`src/nvh_pkg.sv`:
```
// Package for the host-side controller of a 256x4 non-volatile RAM.
// Assumes a 50 MHz clock; all pin timing is counted in clk cycles.
package nvh_pkg;
   localparam int ADDR_W = 8;
   localparam int DATA_W = 4;
   localparam int CLK_PERIOD_NS = 20;

   // Standard grade figures, the slower of the two, so both grades work
   localparam int T_ASL_NS = 700;
   localparam int T_ASH_NS = 300;
   localparam int T_D1_MIN_NS = 200;
   localparam int T_D1_MAX_NS = 600;
   localparam int T_P_NS = 300;
   localparam int T_ACC_NS = 700;
   localparam int T_WR_MAX_MS = 100;

   // Least times round up, longest times round down
   localparam int ASL_CYC = (T_ASL_NS + CLK_PERIOD_NS - 1) / CLK_PERIOD_NS;
   localparam int ASH_CYC = (T_ASH_NS + CLK_PERIOD_NS - 1) / CLK_PERIOD_NS;
   localparam int D1_MIN_CYC = (T_D1_MIN_NS + CLK_PERIOD_NS - 1) / CLK_PERIOD_NS;
   localparam int D1_MAX_CYC = T_D1_MAX_NS / CLK_PERIOD_NS;
   localparam int P_CYC = (T_P_NS + CLK_PERIOD_NS - 1) / CLK_PERIOD_NS;
   localparam int ACC_CYC = (T_ACC_NS + CLK_PERIOD_NS - 1) / CLK_PERIOD_NS;
   localparam int WR_TIMEOUT_CYC = T_WR_MAX_MS * 1000000 / CLK_PERIOD_NS;

   // Strobe-to-select delay chosen inside the legal window
   localparam int D1_CYC = D1_MIN_CYC;
   // Select low long enough for both its own minimum and the strobe minimum
   localparam int P_USE_CYC = (P_CYC > ASL_CYC - D1_CYC) ? P_CYC : ASL_CYC - D1_CYC;

   localparam int CNT_W = 23;

   typedef enum logic [1:0] {
      NVH_OK      = 2'h0,
      NVH_TIMEOUT = 2'h1
   } nvh_status_t;

   typedef struct packed {
      logic              modify;
      logic [ADDR_W-1:0] addr;
      logic [DATA_W-1:0] wdata;
   } nvh_req_t;

   typedef struct packed {
      logic              as_n;
      logic              rw;
      logic [ADDR_W-1:0] addr;
      logic [DATA_W-1:0] dout;
      logic [DATA_W-1:0] dout_oe_n;
   } nvh_pins_out_t;
endpackage

```
`src/nvh_host.sv`:
```
// Host controller driving the strobe, select, address and data pins of a
// 256x4 non-volatile RAM. Assumes the pins are wired directly to the part
// and that the data pins are a shared open-drain style bus.
`timescale 1ns/1ns
module nvh_host
   import nvh_pkg::*;
#(
   parameter int WR_TIMEOUT = WR_TIMEOUT_CYC
) (
   input  wire logic              clk,
   input  wire logic              arst_n,
   input  wire logic              ce,
   input  wire logic              req_valid,
   output logic                   req_ready,
   input  wire nvh_req_t          req,
   output logic                   rsp_valid,
   output logic [DATA_W-1:0]      rsp_rdata,
   output nvh_status_t            rsp_status,
   output logic                   busy,
   output logic                   address_strobe_n,
   output logic                   rw_sel,
   output logic [ADDR_W-1:0]      addr_out,
   output logic [DATA_W-1:0]      data_out,
   output logic [DATA_W-1:0]      data_oe_n,
   input  wire logic [DATA_W-1:0] data_in,
   input  wire logic              modify_done_flag
);
   typedef enum logic [2:0] {
      ST_IDLE, ST_READ, ST_MOD_DLY, ST_MOD_LOW, ST_MOD_WAIT, ST_GAP
   } nvh_state_t;

   logic                    rst_m_ff;
   logic                    rst_s_ff;
   logic [DATA_W:0]         pin_sync;
   logic [DATA_W-1:0]       din_s;
   logic                    flag_s;

   nvh_state_t              state_ff,  nxt_state;
   logic [CNT_W-1:0]        cnt_ff,    nxt_cnt;
   nvh_pins_out_t           pins_ff,   nxt_pins;
   logic                    rsp_v_ff,  nxt_rsp_v;
   logic [DATA_W-1:0]       rdata_ff,  nxt_rdata;
   nvh_status_t             stat_ff,   nxt_stat;

   // Reset release through two flops
   always_ff @(posedge clk or negedge arst_n) begin
      if (!arst_n) begin
         rst_m_ff <= 1'b0;
         rst_s_ff <= 1'b0;
      end else begin
         rst_m_ff <= 1'b1;
         rst_s_ff <= rst_m_ff;
      end
   end

   // Data bus and done flag come from the part's own timing
   nvh_sync #(.W(DATA_W + 1)) u_sync (
      .clk   (clk),
      .rst_n (rst_s_ff),
      .ce    (ce),
      .d     ({modify_done_flag, data_in}),
      .q     (pin_sync)
   );
   assign din_s  = pin_sync[DATA_W-1:0];
   assign flag_s = pin_sync[DATA_W];

   // Sequencer for read, modify and the strobe-high gap
   always_comb begin
      nxt_state = state_ff;
      nxt_cnt   = cnt_ff;
      nxt_pins  = pins_ff;
      nxt_rsp_v = 1'b0;
      nxt_rdata = rdata_ff;
      nxt_stat  = stat_ff;
      unique case (state_ff)
         ST_IDLE: begin
            if (req_valid) begin
               nxt_pins.as_n      = 1'b0;
               nxt_pins.addr      = req.addr;
               nxt_pins.dout      = req.wdata;
               nxt_pins.rw        = 1'b1;
               nxt_pins.dout_oe_n = {DATA_W{1'b1}};
               nxt_cnt            = '0;
               nxt_state          = req.modify ? ST_MOD_DLY : ST_READ;
            end
         end
         ST_READ: begin
            // Sample only once the access time has surely passed
            nxt_cnt = cnt_ff + 1'b1;
            if (cnt_ff == CNT_W'(ACC_CYC + 2)) begin
               nxt_rdata     = din_s;
               nxt_stat      = NVH_OK;
               nxt_rsp_v     = 1'b1;
               nxt_pins.as_n = 1'b1;
               nxt_cnt       = '0;
               nxt_state     = ST_GAP;
            end
         end
         ST_MOD_DLY: begin
            // Select falls inside the legal delay window, bus kept clear
            nxt_cnt = cnt_ff + 1'b1;
            if (cnt_ff == CNT_W'(D1_CYC - 1)) begin
               nxt_pins.rw        = 1'b0;
               nxt_pins.dout_oe_n = nxt_pins.dout;                // Open-drain: drive zeros only
               nxt_cnt            = '0;
               nxt_state          = ST_MOD_LOW;
            end
         end
         ST_MOD_LOW: begin
            nxt_cnt = cnt_ff + 1'b1;
            if (cnt_ff == CNT_W'(P_USE_CYC - 1)) begin
               nxt_pins.rw = 1'b1;
               nxt_pins.as_n = 1'b1;
               nxt_cnt     = '0;
               nxt_state   = ST_MOD_WAIT;
            end
         end
         ST_MOD_WAIT: begin
            // Part holds its own copy now, so the bus is released
            nxt_pins.dout_oe_n = {DATA_W{1'b1}};
            nxt_cnt = cnt_ff + 1'b1;
            if (cnt_ff > CNT_W'(4) && flag_s) begin
               nxt_stat  = NVH_OK;
               nxt_rsp_v = 1'b1;
               nxt_cnt   = '0;
               nxt_state = ST_GAP;
            end else if (cnt_ff == CNT_W'(WR_TIMEOUT)) begin
               nxt_stat  = NVH_TIMEOUT;
               nxt_rsp_v = 1'b1;
               nxt_cnt   = '0;
               nxt_state = ST_GAP;
            end
         end
         ST_GAP: begin
            nxt_cnt = cnt_ff + 1'b1;
            if (cnt_ff == CNT_W'(ASH_CYC - 1)) begin
               nxt_state = ST_IDLE;
            end
         end
      endcase
   end

   always_ff @(posedge clk or negedge rst_s_ff) begin
      if (!rst_s_ff) begin
         state_ff <= ST_IDLE;
         cnt_ff   <= '0;
         pins_ff  <= '{as_n: 1'b1, rw: 1'b1, addr: '0, dout: '0, dout_oe_n: '1};
         rsp_v_ff <= 1'b0;
         rdata_ff <= '0;
         stat_ff  <= NVH_OK;
      end else if (ce) begin
         state_ff <= nxt_state;
         cnt_ff   <= nxt_cnt;
         pins_ff  <= nxt_pins;
         rsp_v_ff <= nxt_rsp_v;
         rdata_ff <= nxt_rdata;
         stat_ff  <= nxt_stat;
      end
   end

   // Pin and response outputs straight from flops; ready waits for the internal reset to end,
   // since a request taken while the sequencer is still held would be lost
   assign req_ready        = (state_ff == ST_IDLE) && ce && rst_s_ff;
   assign busy             = (state_ff != ST_IDLE);
   assign rsp_valid        = rsp_v_ff;
   assign rsp_rdata        = rdata_ff;
   assign rsp_status       = stat_ff;
   assign address_strobe_n = pins_ff.as_n;
   assign rw_sel           = pins_ff.rw;
   assign addr_out         = pins_ff.addr;
   assign data_out         = pins_ff.dout;
   assign data_oe_n        = pins_ff.dout_oe_n;
endmodule

```
`src/nvh_sync.sv`:
```
// Two-flop synchroniser for a group of pin inputs.
// Assumes the pins change asynchronously to clk.
`timescale 1ns/1ns
module nvh_sync
   import nvh_pkg::*;
#(
   parameter int W = 1
) (
   input  wire logic         clk,
   input  wire logic         rst_n,
   input  wire logic         ce,
   input  wire logic [W-1:0] d,
   output logic      [W-1:0] q
);
   logic [W-1:0] meta_ff;
   logic [W-1:0] sync_ff;
   logic [W-1:0] nxt_meta;
   logic [W-1:0] nxt_sync;

   // First stage feeds only the second stage
   always_comb begin
      nxt_meta = ce ? d : meta_ff;
      nxt_sync = ce ? meta_ff : sync_ff;
   end

   always_ff @(posedge clk or negedge rst_n) begin
      if (!rst_n) begin
         meta_ff <= '0;
         sync_ff <= '0;
      end else begin
         meta_ff <= nxt_meta;
         sync_ff <= nxt_sync;
      end
   end

   assign q = sync_ff;
endmodule

```
`config.mk`:
```
export PLATFORM = sky130hd
export DESIGN_NAME = nvh_host
export DESIGN_NICKNAME = d
export VERILOG_FILES = /design/src/nvh_pkg.sv /design/src/nvh_host.sv /design/src/nvh_sync.sv
export SDC_FILE = /design/constraint.sdc
export NUM_CORES = 1
export LEC_CHECK = 0
export ABC_CLOCK_PERIOD_IN_PS = 5100
export BUFFER_PORTS_ARGS = -buffer_cell sky130_fd_sc_hd__buf_2
export CORE_MARGIN = 2
export CORE_UTILIZATION = 55
export CTS_BUF_LIST = sky130_fd_sc_hd__clkbuf_8
export CTS_CLUSTER_SIZE = 25
export DETAILED_ROUTE_END_ITERATION = 8
export PLACE_DENSITY_LB_ADDON = 0.05
export SLEW_MARGIN = 20
export SYNTH_ARGS = -nofsm -noshare
export SYNTH_HDL_FRONTEND = slang
export SYNTH_SLANG_ARGS = --single-unit
```
`constraint.sdc`:
```
create_clock -name clk -period 5.1 [get_ports clk]
set_clock_uncertainty 0.15 [all_clocks]
set_input_delay 0.765 -clock clk [delete_from_list [all_inputs] [get_ports clk]]
set_output_delay 0.765 -clock clk [all_outputs]
set_load 0.01 [all_outputs]
```
; ---- Word-level counts from Yosys, hierarchy flattened
; Index checks and enable logic that the tools add are counted.
; Widths: inputs -> output; s select.
[classes]
add_sub_neg = 1
reduce_logical = 17
eq_ne = 16
mux = 32
order_cmp = 1
[ops]
columns = op, n
row1 = $mux 23, 6
row2 = $pmux 23 s6, 1
row3 = $eq 23x4->1 const B, 2
row4 = $add 23x1->23 const B, 1
row5 = $eq 23x23->1 const B, 1
row6 = $eq 23x5->1 const B, 1
row7 = $eq 23x6->1 const B, 1
row8 = $gt 23x3->1 const B, 1
row9 = $mux 3, 7
row10 = $mux 18, 1
row11 = $pmux 3 s6, 1
row12 = $pmux 4 s3, 1
row13 = $reduce_bool 3->1, 4
row14 = $mux 2, 5
row15 = $ne 2x2->1 const B, 5
row16 = $reduce_and 5->1, 2
row17 = $reduce_and 4->1, 2
row18 = $reduce_and 7->1, 1
row19 = $eq 3x2->1 const B, 2
row20 = $eq 3x3->1 const B, 2
row21 = $pmux 1 s3, 2
row22 = $reduce_and 3->1, 2
row23 = $mux 1, 5
row24 = $mux 4, 1
row25 = other kinds (8), 10
[word_totals]
out_inout_bits = 27
regBits = 63
elab_cells = 81
inputBits = 22

; ---- Logic depth before layout (Yosys ltp)
; Gate-level depths: netlist of the first run.
[depth]
depth_word = 4
mapped_depth = 9
mapped_depth_nobuf = 9

; ---- Cells and area by module
; From an unflattened synthesis of the first run, not the netlist that was laid out.
[unflattened]
cells_unflattened = 341
area_unflattened_um2 = 3384.5
[modules_own_cells]
columns = mod, cells_per_inst, instances, area_per_inst_um2, seq_area_each_um2
row1 = nvh_host, 320, 1, 2972.9, 1308.8
row2 = nvh_sync, 21, 1, 411.6, 250.2

; ---- Worst setup path before layout of the first run
; OpenSTA, ideal clock, no wires.
[synth_path]
path_type = flip-flop to flip-flop
startpoint = register cnt_ff[0]
endpoint = register cnt_ff[19]
t_required_ns = 4.819
setup_ns = 0.131
arrival_time_ns = 2.707
stages_incl_launch_ff = 10
path_buffers = 0
synth_period_minus_slack_ns = 2.987
setup_slack_ns = 2.113
cell_sequence = dfrtp_1 inv_1 ha_1 or4b_2 or4_1 a21oi_1 o32a_1 o211ai_2 o221ai_1 o31ai_1
[synth_via]
elab_chain_cells = 4
word_cells_on_any_way = 13
classes_between = add/sub: 1 / order compare: 1 / eq/ne: 4 / mux: 6 / reduce/logical: 1
[synth_rtl]
columns = item, line_no
row1 = "start, declared", nvh_host.sv:39  ; logic [CNT_W-1:0] cnt_ff, nxt_cnt;
row2 = "start signal, assigned", nvh_host.sv:153  ; cnt_ff <= nxt_cnt;
row3 = $add 23x1->23 (tied with other cells), --
row4 = $mux 23 or $logic_and 1x1->1 (tied branches), "nvh_host.sv:127, nvh_host.sv:122"
row5 = $mux 23, nvh_host.sv:122  ; if (cnt_ff > CNT_W'(4) && flag_s) begin
row6 = $pmux 23 s6 (*), nvh_host.sv:75  ; unique case (state_ff)
; Every way passes the cells marked *; elsewhere a longest branch is shown, timed or not.
; A chain may end at the register's enable or synchronous reset.

; ---- Worst setup path in the final report of the first run
[layout_path]
startpoint = register cnt_ff[0]
endpoint = register cnt_ff[2]
; The elaborated chain is that of the path after synthesis.

==> results.yml, run 1 <==
outcome:
  status: "complete, no violations"
timing:
  fin_crit_ns: 3.378
  hold_slack_ns: 0.04544
  tns_ns: 0
  hold_violations: 0
  slew_headroom: 0.4894
  fin_crit_sh: 0.6624
  max_freq_mhz: 296.0
  final-setup-viol-count: 0
  finalMaxSlewViolations: 0
  rsz0062_at_grt: "false"
  worst_pin_slew_ns: 0.7600
clock_network:
  clkLatencyLatePin_ns: 0.34
  cts_inserted_buffers: 9
  cts_tree: "done"
  holdBufCountCts: 0
  cts.reportedPaths.clkPinSlew_ns: 0.07
  ctsResizeCount: 0
  post-cts-setup-buffers: 0
  h-tree-depth: 3
  cts_buffer_depth: 2
  cts_num_sinks: 62
  cts.root.buffer_cell: "clkbuf_8"
worst_setup_path:
  r2r_slack_ns: 1.72
  cp-startpoint: "cnt_ff[0]"
  reg2reg_depth: 9
  cpPeakStageDelay_ns: 0.59
  rr_startpoint: "cnt_ff[0]"
  crit_path_end_kind: "flip-flop"
  r2r_end: "cnt_ff[2]"
  endpoint: "cnt_ff[2]"
  worstPathCellList: "inv_1 -> ha_1 -> or4b_2 -> or4_1 -> a21oi_1 -> o32a_1 -> o211ai_2 -> nor2_4 -> nor2_1"
  cp-start-kind: "flip-flop"
  crit_type: "reg -> reg"
  required_ns: 5.16
  crit_path_top_delay_cell: "or4b_2"
  cp_data_arrival_time_ns: 3.44
  critical_path.max_fanout: 10
routing:
  detail_route.vias_per_cell: 5.739
  drc: 0
  ant_nets: 0
  wire_per_inst_microns: 15.53
  vias: 2485
  first_pass_iters: 4
  wirelength_microns: 6725
  dr.first_iter.drc_count: 217
synth:
  yosysTopAreaCell: "dfrtp_1"
  syn_nets: 334
  ys_async_sr_fraction: 1.000
  synth.avg_cell_area_sq_um: 10.38
  synth_area_sq_um: 3186
  synth-seq-area-share: 0.4894
  synth_cells: 307
  synth-seq-cells: 62
  synth_ff_type: "dfrtp_1"
  yosysUniqueCellTypes: 56
  synth_top_area_share: 0.4399
  synthTopCellsByArea: "dfrtp_1, mux2_2, dfstp_2"
  synth_edf_count: 0
  yosysWarnings: 0
floorplanning:
  pin_count: 49
  fp.dieW_microns: 80.11
  die_area_sq_um: 6417
  rows: 27
  fp.dieH_microns: 80.11
  core_sq_um: 5540
  start_util: 0.5750
pwr:
  ir_worst_vdd_mv: 0.3492
  cellLeakagePower_uw: 0.001667
  power_density_nw_per_um2: 501.1
finish:
  regArea_sq_um: 1560
  nFillCells: 457
  final_nets: 383
  drive_above_1_share: 0.3047
  num_antenna_cells: 0
  multi_input_area_sq_um: 1503
  area_growth_pct: 15.36
job:
  drv_cap: 0
place:
  io_buffers: 47
  gp_congestion: 0.9418
  dp_hpwl_microns: 4691
global_routing:
  antenna_found_initial: 0
  grt_max_degree: 61
  overflow: 0
  grt_pass1_wl_microns: 11070
  grt_pass1_vias: 2279
  grt.total_usage: 0.2265
min_path:
  worstHoldPathType: "in -> async"
-- per-stage QoR --
stage	power (uW)	worst slack (ns)	cells	cell area [sq um]	utilization
after global placement	1364	1.907	417	3460	0.6244
after floorplan	1183	2.113	307	3186	-
final	1842	1.722	433	3675	0.6633
after detailed placement	1378	1.793	417	3460	0.6244
after CTS	1853	1.742	433	3675	0.6633
after global routing	1968	1.494	433	3675	0.6633
-- worst min-delay path by stage --
| stage | from | end | slack (ns) | depth (start not counted) |
|---|---|---|---|---|
| after floorplan | rst_m_ff | rst_s_ff | 0.18 | 0 |
| after global placement | rst_m_ff | rst_s_ff | 0.19 | 0 |
| after detailed placement | rst_m_ff | rst_s_ff | 0.20 | 0 |
| after CTS | arst_n | rst_s_ff | 0.04 | 1 |
| after global routing | arst_n | rst_s_ff | 0.03 | 1 |
| final | arst_n | rst_s_ff | 0.05 | 1 |
-- layout by cell type (no fill, tap or decap), types with 10 or more instances in the layout --
cell type,n
a21oi_1,12
nor2_1,25
nand3_1,11
dfrtp_1,55
nor3_1,10
buf_2,47
inv_1,13
nand4_1,10
o21ai_0,15
clkbuf_8,10
mux2_2,28
nand2_1,25
-- registers in the layout, indices dropped and copies added (netlist names), 3 cells and up --
name            count
cnt_ff             23
addr_out            8
u_sync.meta_ff      5
u_sync.q            5
data_oe_n           4
data_out            4
rsp_rdata           4
state_ff            3
-- Yosys cell counts (6+ instances only) --
cell / count
inv_1: 11
nor2_1: 25
nand4_1: 10
xor2_1: 8
nor3_1: 10
nand3_1: 11
a21oi_1: 12
dfstp_2: 6
dfrtp_1: 56
nand2_1: 25
o21ai_0: 15
mux2_2: 28
nor4_1: 7
-- area by class of cell --
class,instances,share of cell area
clock buffer,10,0.03745
inverter,11,0.01124
multi-input combinational,221,0.4089
clock inverter,6,0.02111
tap,72,0.02451
sequential,62,0.4246
timing repair buffer,51,0.07218
-- metal layers --
| layer | routed length, microns | part of all wire | track usage |
|---|---|---|---|
| met5 | 0 | 0 | 0 |
| met1 | 3146 | 0.47 | 0.3173 |
| met3 | 422 | 0.063 | 0.06854 |
| met2 | 3086 | 0.46 | 0.3425 |
| met4 | 70 | 0.010 | 0.06271 |
-- kinds of logic after synthesis --
kind of cell / count (synthesis) / share of synthesized area
AOI/OAI and AO/OA: 59 / 0.1261
xor gates and xnor gates: 10 / 0.02750
adders and majority gates: 5 / 0.01964
buffers and inverters: 24 / 0.03888
DFF: 62 / 0.4894
muxes: 29 / 0.1021
other: 2 / 0.002358
and+or+nand+nor: 116 / 0.1940
-- critical path, delay by kind of cell, from the launching register on --
kind                       cells  cell delay [ns]
buffers and inverters          1             0.11
adders and majority gates      1             0.15
and+or+nand+nor                4             1.51
DFF                            1             0.43
AOI/OAI and AO/OA              3             0.89
-- power by group --
group	internal, uW	switching, uW	leakage [uW]	total (uW)
registers	614	98.5	0.000787	712
logic	278	381	0.000761	659
clock network	283	187	0.000119	470
Note: power is estimated with default switching activity, not from simulation.
==> run 2, diff against run 1 <==
--- a/config.mk
+++ b/config.mk
@@ -5,10 +5,11 @@
 export SDC_FILE = /design/constraint.sdc
 export NUM_CORES = 1
 export LEC_CHECK = 0
-export ABC_CLOCK_PERIOD_IN_PS = 5100
+export ABC_AREA = 1
+export ABC_CLOCK_PERIOD_IN_PS = 2800
 export BUFFER_PORTS_ARGS = -buffer_cell sky130_fd_sc_hd__buf_2
 export CORE_MARGIN = 2
-export CORE_UTILIZATION = 55
+export CORE_UTILIZATION = 54
 export CTS_BUF_LIST = sky130_fd_sc_hd__clkbuf_8
 export CTS_CLUSTER_SIZE = 25
 export DETAILED_ROUTE_END_ITERATION = 8
==> constraint.sdc (replaced) <==
create_clock -name clk -period 2.8 [get_ports clk]
set_clock_uncertainty 0.15 [all_clocks]
set_input_delay 0.42 -clock clk [delete_from_list [all_inputs] [get_ports clk]]
set_output_delay 0.42 -clock clk [all_outputs]
set_load 0.01 [all_outputs]
==> run 2 against run 1 <==
Cell count is 51% higher; flip-flop and latch count unchanged; sequential power increased by 73%; non-clock buffer count up 1; register-to-register slack worse by 1.1 ns; count of clock-buffer cells in the layout unchanged.
==> results.yml, run 2 <==
synth:
  synth_common_cells: "nand2_1, nor2_1, dfrtp_1, inv_1, nand3_1"
  yosysTopAreaCell: "dfrtp_1"
  synth_cells: 520
  post_synth_xor_area_fraction: 0.03111
  synth-simple-area-share: 0.3925
  synth-seq-area-share: 0.4260
  yosysWarnings: 0
  synth_area_sq_um: 3660
  synth-seq-cells: 62
  synth.avg_cell_area_sq_um: 7.038
  synth_top_area_share: 0.3829
  synth_ff_type: "dfrtp_1"
  synth_top_family_by_area: "simple AND/OR/NAND/NOR gates"
  synth_mux_area_frac: 0
  synthTopCellsByArea: "dfrtp_1, nand2_1, nor2_1"
  synthAdderAreaFrac: 0.01709
  ys_async_sr_fraction: 1.000
  synth_edf_count: 0
  yosysUniqueCellTypes: 35
  syn_nets: 547
  synth_compound_area_frac: 0.05436
  synth.most_common_cell: "nand2_1"
clock_network:
  cts.root.buffer_cell: "clkbuf_8"
  ctsResizeCount: 0
  clkLatencyLatePin_ns: 0.34
  cts_tree: "done"
  h-tree-depth: 3
  cts_buffer_depth: 2
  cts_num_sinks: 62
  cts.reportedPaths.clkPinSlew_ns: 0.07
  cts_inserted_buffers: 9
  post-cts-setup-buffers: 0
routing:
  wirelength_microns: 8305
  wire_per_inst_microns: 12.72
  dr.first_iter.drc_count: 187
  ant_nets: 0
  drc: 0
  first_pass_iters: 5
  vias: 3342
  detail_route.vias_per_cell: 5.118
worst_setup_path:
  worstPathCellList: "inv_1 -> ha_1 -> nand3_1 -> nor2_1 -> nand3_1 -> nand2_1 -> nand2_1 -> clkinv_2 -> nand3_4 -> nand2_1 -> nand2_1"
  cpPeakStageDelay_ns: 0.46
  crit_path_frequent_cell: "nand2_1"
  crit_path_top_delay_cell: "dfrtp_1"
  crit_type: "reg -> reg"
  critical_path.max_fanout: 23
  cp_data_arrival_time_ns: 2.25
  required_ns: 2.88
  crit_path_end_kind: "flip-flop"
  cp-start-kind: "flip-flop"
floorplanning:
  die_area_sq_um: 7452
  pin_count: 49
  fp.dieH_microns: 86.33
  core_sq_um: 6681
  fp.dieW_microns: 86.33
  rows: 30
  start_util: 0.5478
place:
  dp_hpwl_microns: 5924
  gp_congestion: 0.9148
  place_inst: 636
  io_buffers: 47
finish:
  regMostFlops: "cnt_ff"
  fin_cells: 653
  nFillCells: 639
  final_nets: 595
  area_growth_pct: 13.20
  mostFrequentLayoutCell: "nand2_1"
  drive_above_1_share: 0.1763
  num_antenna_cells: 0
  largest_reg_flops: 23
  final_cell_mix: "nand2_1, nor2_1, dfrtp_1"
global_routing:
  gr-max-usage-layer: "met2"
  overflow: 0
  met2_usage: 0.3608
  met3_usage: 0.04095
  grt_pass1_vias: 3098
  grt.total_usage: 0.2361
  grt_pass1_wl_microns: 14120
  grt_max_degree: 61
  antenna_found_initial: 0
  use_met1: 0.3382
job:
  drv_cap: 0
min_path:
  worstHoldPathType: "in -> reg"
timing:
  rsz0062_at_grt: "false"
  finalMaxSlewViolations: 0
  slew_headroom: 0.5025
  max_freq_mhz: 462.2
  fin_crit_ns: 2.164
  hold_violations: 0
  final-setup-viol-count: 0
  fin_crit_sh: 0.7727
  worst_pin_slew_ns: 0.7463
  tns_ns: 0
pwr:
  cellLeakagePower_uw: 0.002049
  ir_worst_vdd_mv: 0.4468
  power_density_nw_per_um2: 752.6
outcome:
  status: "complete, no violations"
==> run 2: cell count changes after synthesis, sizes merged, moves of 5 or more <==
cell	previous run	this run
o21ai	16	25
nor4	7	0
o31ai	5	0
nand2	25	201
inv	11	48
nand3	12	29
nor2	26	84
mux2	28	0
==> run 2: worst paths after layout <==
check / cells past startpoint / slack [ns] / to / startpoint
setup / recovery: 11 / 0.64 / cnt_ff[11] / cnt_ff[1]
hold / removal: 3 / 0.12 / addr_out[7] / req[11]
setup reg to reg: 11 / 0.64 / cnt_ff[11] / cnt_ff[1]
hold reg to reg: 0 / 0.20 / rst_s_ff / rst_m_ff
max in group asynchronous: 1 / 1.69 / addr_out[0] / rst_s_ff
min in group asynchronous: 2 / 0.24 / rst_m_ff / arst_n
==> run 2: final cells by class <==
type	count	area (sq um)	share of cell area
well taps	80	100.1	0.02416
inverters	50	188.9	0.04561
flip-flops and latches	62	1560	0.3766
repair buffers	52	275.3	0.06645
clock inverters	6	61.31	0.01480
multi-input cells	393	1819	0.4391
clock buffers	10	137.6	0.03322
==> run 2: kinds of logic (layout without fill, tap and decap cells) <==
| family | after synthesis | in the layout |
|---|---|---|
| compound gates | 36 | 36 |
| xor+xnor | 13 | 13 |
| fa+ha+maj | 5 | 5 |
| buf+inv | 65 | 118 |
| flops | 62 | 62 |
| other cells | 2 | 2 |
| simple gates | 337 | 337 |
==> run 2: critical path, delay by kind of cell (launching register included) <==
family                     cells  cell delay [ns]
buffers and inverters          2             0.23
and+or+nand+nor                8             1.05
adders and majority gates      1             0.17
DFF                            1             0.46
==> run 2: report_power, final <==
group          internal (uW)  leakage [uW]  switching, uW
Clock                    432      0.000102            359
Sequential              1100      0.000799            124
Combinational            363       0.00115            739
==> run 2: routing by layer <==
layer | vias to the layer above | wire (microns) | part of all wire
met2 | 101 | 3593 | 0.43
met1 | 1527 | 4120 | 0.50
met3 | 13 | 470 | 0.057
li1 | 1701 | - | -
met4 | 0 | 119 | 0.014
met5 | - | 0 | 0
==> run 2: timing repair <==
action                                  4_1_cts  5_1_grt
hold buffers                                  1        0
hold endpoints to repair                      2        0
endpoints found under the setup margin        0        0
==> run 2: stage by stage <==
step	total power [uW]	area (sq um)	hold slack (ns)	setup slack [ns]	utilization
6_report	3118	4143	0.1207	0.6365	0.6200
5_1_grt	3334	4143	0.1271	0.4180	0.6200
4_1_cts	3136	4143	0.1172	0.6456	0.6200
3_5_place_dp	2343	3934	0.05707	0.6692	0.5888
3_3_place_gp	2322	3934	0.05587	0.7195	0.5888
2_1_floorplan	2038	3660	-0.02559	0.2759	-
==> run 3, diff against run 2 <==
--- a/config.mk
+++ b/config.mk
@@ -6,7 +6,7 @@
 export NUM_CORES = 1
 export LEC_CHECK = 0
 export ABC_AREA = 1
-export ABC_CLOCK_PERIOD_IN_PS = 2800
+export ABC_CLOCK_PERIOD_IN_PS = 1750
 export BUFFER_PORTS_ARGS = -buffer_cell sky130_fd_sc_hd__buf_2
 export CORE_MARGIN = 2
 export CORE_UTILIZATION = 54
==> constraint.sdc (replaced) <==
create_clock -name clk -period 1.75 [get_ports clk]
set_clock_uncertainty 0.15 [all_clocks]
set_input_delay 0.2625 -clock clk [delete_from_list [all_inputs] [get_ports clk]]
set_output_delay 0.2625 -clock clk [all_outputs]
set_load 0.01 [all_outputs]
==> run 3 against run 2 <==
The run now ends with setup timing left; via count up 18%; flip-flop and latch count unchanged; register-to-register slack worse by 0.88 ns; fmax is 8.4% higher; utilization is 18 points higher; cell count grew 16%; global-route usage rose by 4.8 points; sequential power up 57%; combinational power grew to 2.6 times the previous value; sequential share of layout area is 8.4 points lower; routed wire length grew 29%; highest routed layer unchanged.
==> results.yml, run 3 (synthesis gave the netlist of run 2 again) <==
worst_setup_path:
  rr_startpoint: "cnt_ff[3]"
  cp-start-kind: "flip-flop"
  reg2reg_depth: 11
  r2r_end: "cnt_ff[4]"
  crit_type: "reg -> reg"
  required_ns: 1.85
  critical_path.max_fanout: 6
  cp_data_arrival_time_ns: 2.10
  crit_path_end_kind: "flip-flop"
  r2r_slack_ns: -0.25
timing:
  max_freq_mhz: 500.9
  finalMaxSlewViolations: 0
  fin_crit_sh: 1.141
  final-setup-viol-count: 37
  slew_headroom: 0.5014
  timing.final.ws_setup_ns: -0.2464
  worst_pin_slew_ns: 0.7479
  tns_ns: -5.851
  hold_slack_ns: 0.06393
  rsz0062_at_grt: "true"
  hold_violations: 0
  fin_crit_ns: 1.996
place:
  gp_congestion: 0.9440
  dp_hpwl_microns: 6534
  placed_area_sq_um: 4483
  place_inst: 705
  io_buffers: 47
min_path:
  worstHoldPathType: "in -> async"
clock_network:
  cts_num_sinks: 62
  cts_inserted_buffers: 9
  cts_tree: "done"
  cts_buffer_depth: 2
  clkLatencyLatePin_ns: 0.36
  h-tree-depth: 3
  cts.root.buffer_cell: "clkbuf_8"
  cts.reportedPaths.clkPinSlew_ns: 0.08
routing:
  wire_per_inst_microns: 14.06
  drc: 0
  detail_route.vias_per_cell: 5.216
  dr.first_iter.drc_count: 372
  first_pass_iters: 5
  wirelength_microns: 10670
  vias: 3959
  ant_nets: 0
global_routing:
  grt_pass1_wl_microns: 16660
  grt_pass1_vias: 3539
  grt.total_usage: 0.2839
  grt_max_degree: 61
  antenna_found_initial: 0
  overflow: 0
finish:
  regMostFlops: "cnt_ff"
  drive_above_1_share: 0.3564
  area_growth_pct: 46.15
  final_nets: 701
  largest_reg_flops: 23
  stdcell_area_sq_um: 5349
  mostFrequentLayoutCell: "nand2_1"
  final_cell_mix: "nand2_1, buf_4, nor2_1"
  fin_cells: 759
  nFillCells: 435
  num_antenna_cells: 0
floorplanning:
  die_area_sq_um: 7452
  fp.dieH_microns: 86.33
  fp.dieW_microns: 86.33
  pin_count: 49
  core_sq_um: 6681
  start_util: 0.5478
  rows: 30
pwr:
  ir_worst_vdd_mv: 0.7731
  power_uw: 6253
  power_density_nw_per_um2: 1169
  cellLeakagePower_uw: 0.002639
job:
  drv_cap: 0
outcome:
  violations: "setup timing"
  status: "complete, but fails checks"
-- run 3: changes by cell type in the layout (fill, tap and decap cells not counted), moves of 5 or more --
cell,previous run,this run
nand3_4,2,7
nor2_1,78,67
buf_6,0,5
nand3_1,26,19
dlygate4sd3_1,1,18
nand2_1,198,175
nor2_2,3,13
nand2_2,3,22
nand3_2,1,6
buf_4,4,80
-- run 3: timing repair --
item,4_1_cts,5_1_grt
pin swaps,31,35
endpoints found under the setup margin,37,40
setup buffers,9,9
hold buffers,18,0
resized for setup,31,40
endpoints found under the hold margin,19,0
cloned,3,1
-- run 3: worst max path at each step --
stage | startpoint | endpoint | depth (start not counted)
finish | cnt_ff[3] | cnt_ff[4] | 11
global route | cnt_ff[3] | cnt_ff[4] | 11
CTS | cnt_ff[12] | cnt_ff[6] | 10
detailed placement | cnt_ff[0] | cnt_ff[18] | 11
global placement | cnt_ff[0] | cnt_ff[10] | 11
floorplan | cnt_ff[1] | cnt_ff[0] | 12
-- run 3: power breakdown --
part           switching [uW]  internal [uW]
Combinational            1690           1150
Sequential                169           1760
Clock                     656            823
Total                    2510           3740
-- run 3: layer usage --
layer	track usage	part of all wire
met1	0.4034	0.44
met3	0.06762	0.082
met4	0.06534	0.011
met2	0.4427	0.47
met5	0	0
-- run 3: through the flow --
stage	setup slack [ns]	utilization
CTS	-0.1577	0.7699
global placement	-0.1611	0.6710
floorplan	0.01846	-
detailed placement	-0.1989	0.6710
global route	-0.3429	0.8006
finish	-0.2464	0.8006
-- run 3: final cells by class --
class | instances | area, sq um | area share
Inverter | 50 | 192.7 | 0.03602
Clock buffer | 9 | 123.9 | 0.02316
Timing Repair Buffer | 154 | 1152 | 0.2154
Clock inverter | 7 | 105.1 | 0.01965
Tap cell | 80 | 100.1 | 0.01871
Multi-Input combinational cell | 397 | 2108 | 0.3942
Sequential cell | 62 | 1567 | 0.2929
-- run 3: worst max-delay path: stages (launching register included) --
cell	delay [ns]
dfrtp_1	0.45
nor2_1	0.24
nand2_1	0.12
nor2_1	0.10
nand2_1	0.07
nor2_2	0.15
inv_2	0.08
nand3_4	0.11
buf_12	0.13
nand3_4	0.14
nand2_2	0.12
nand2_2	0.04
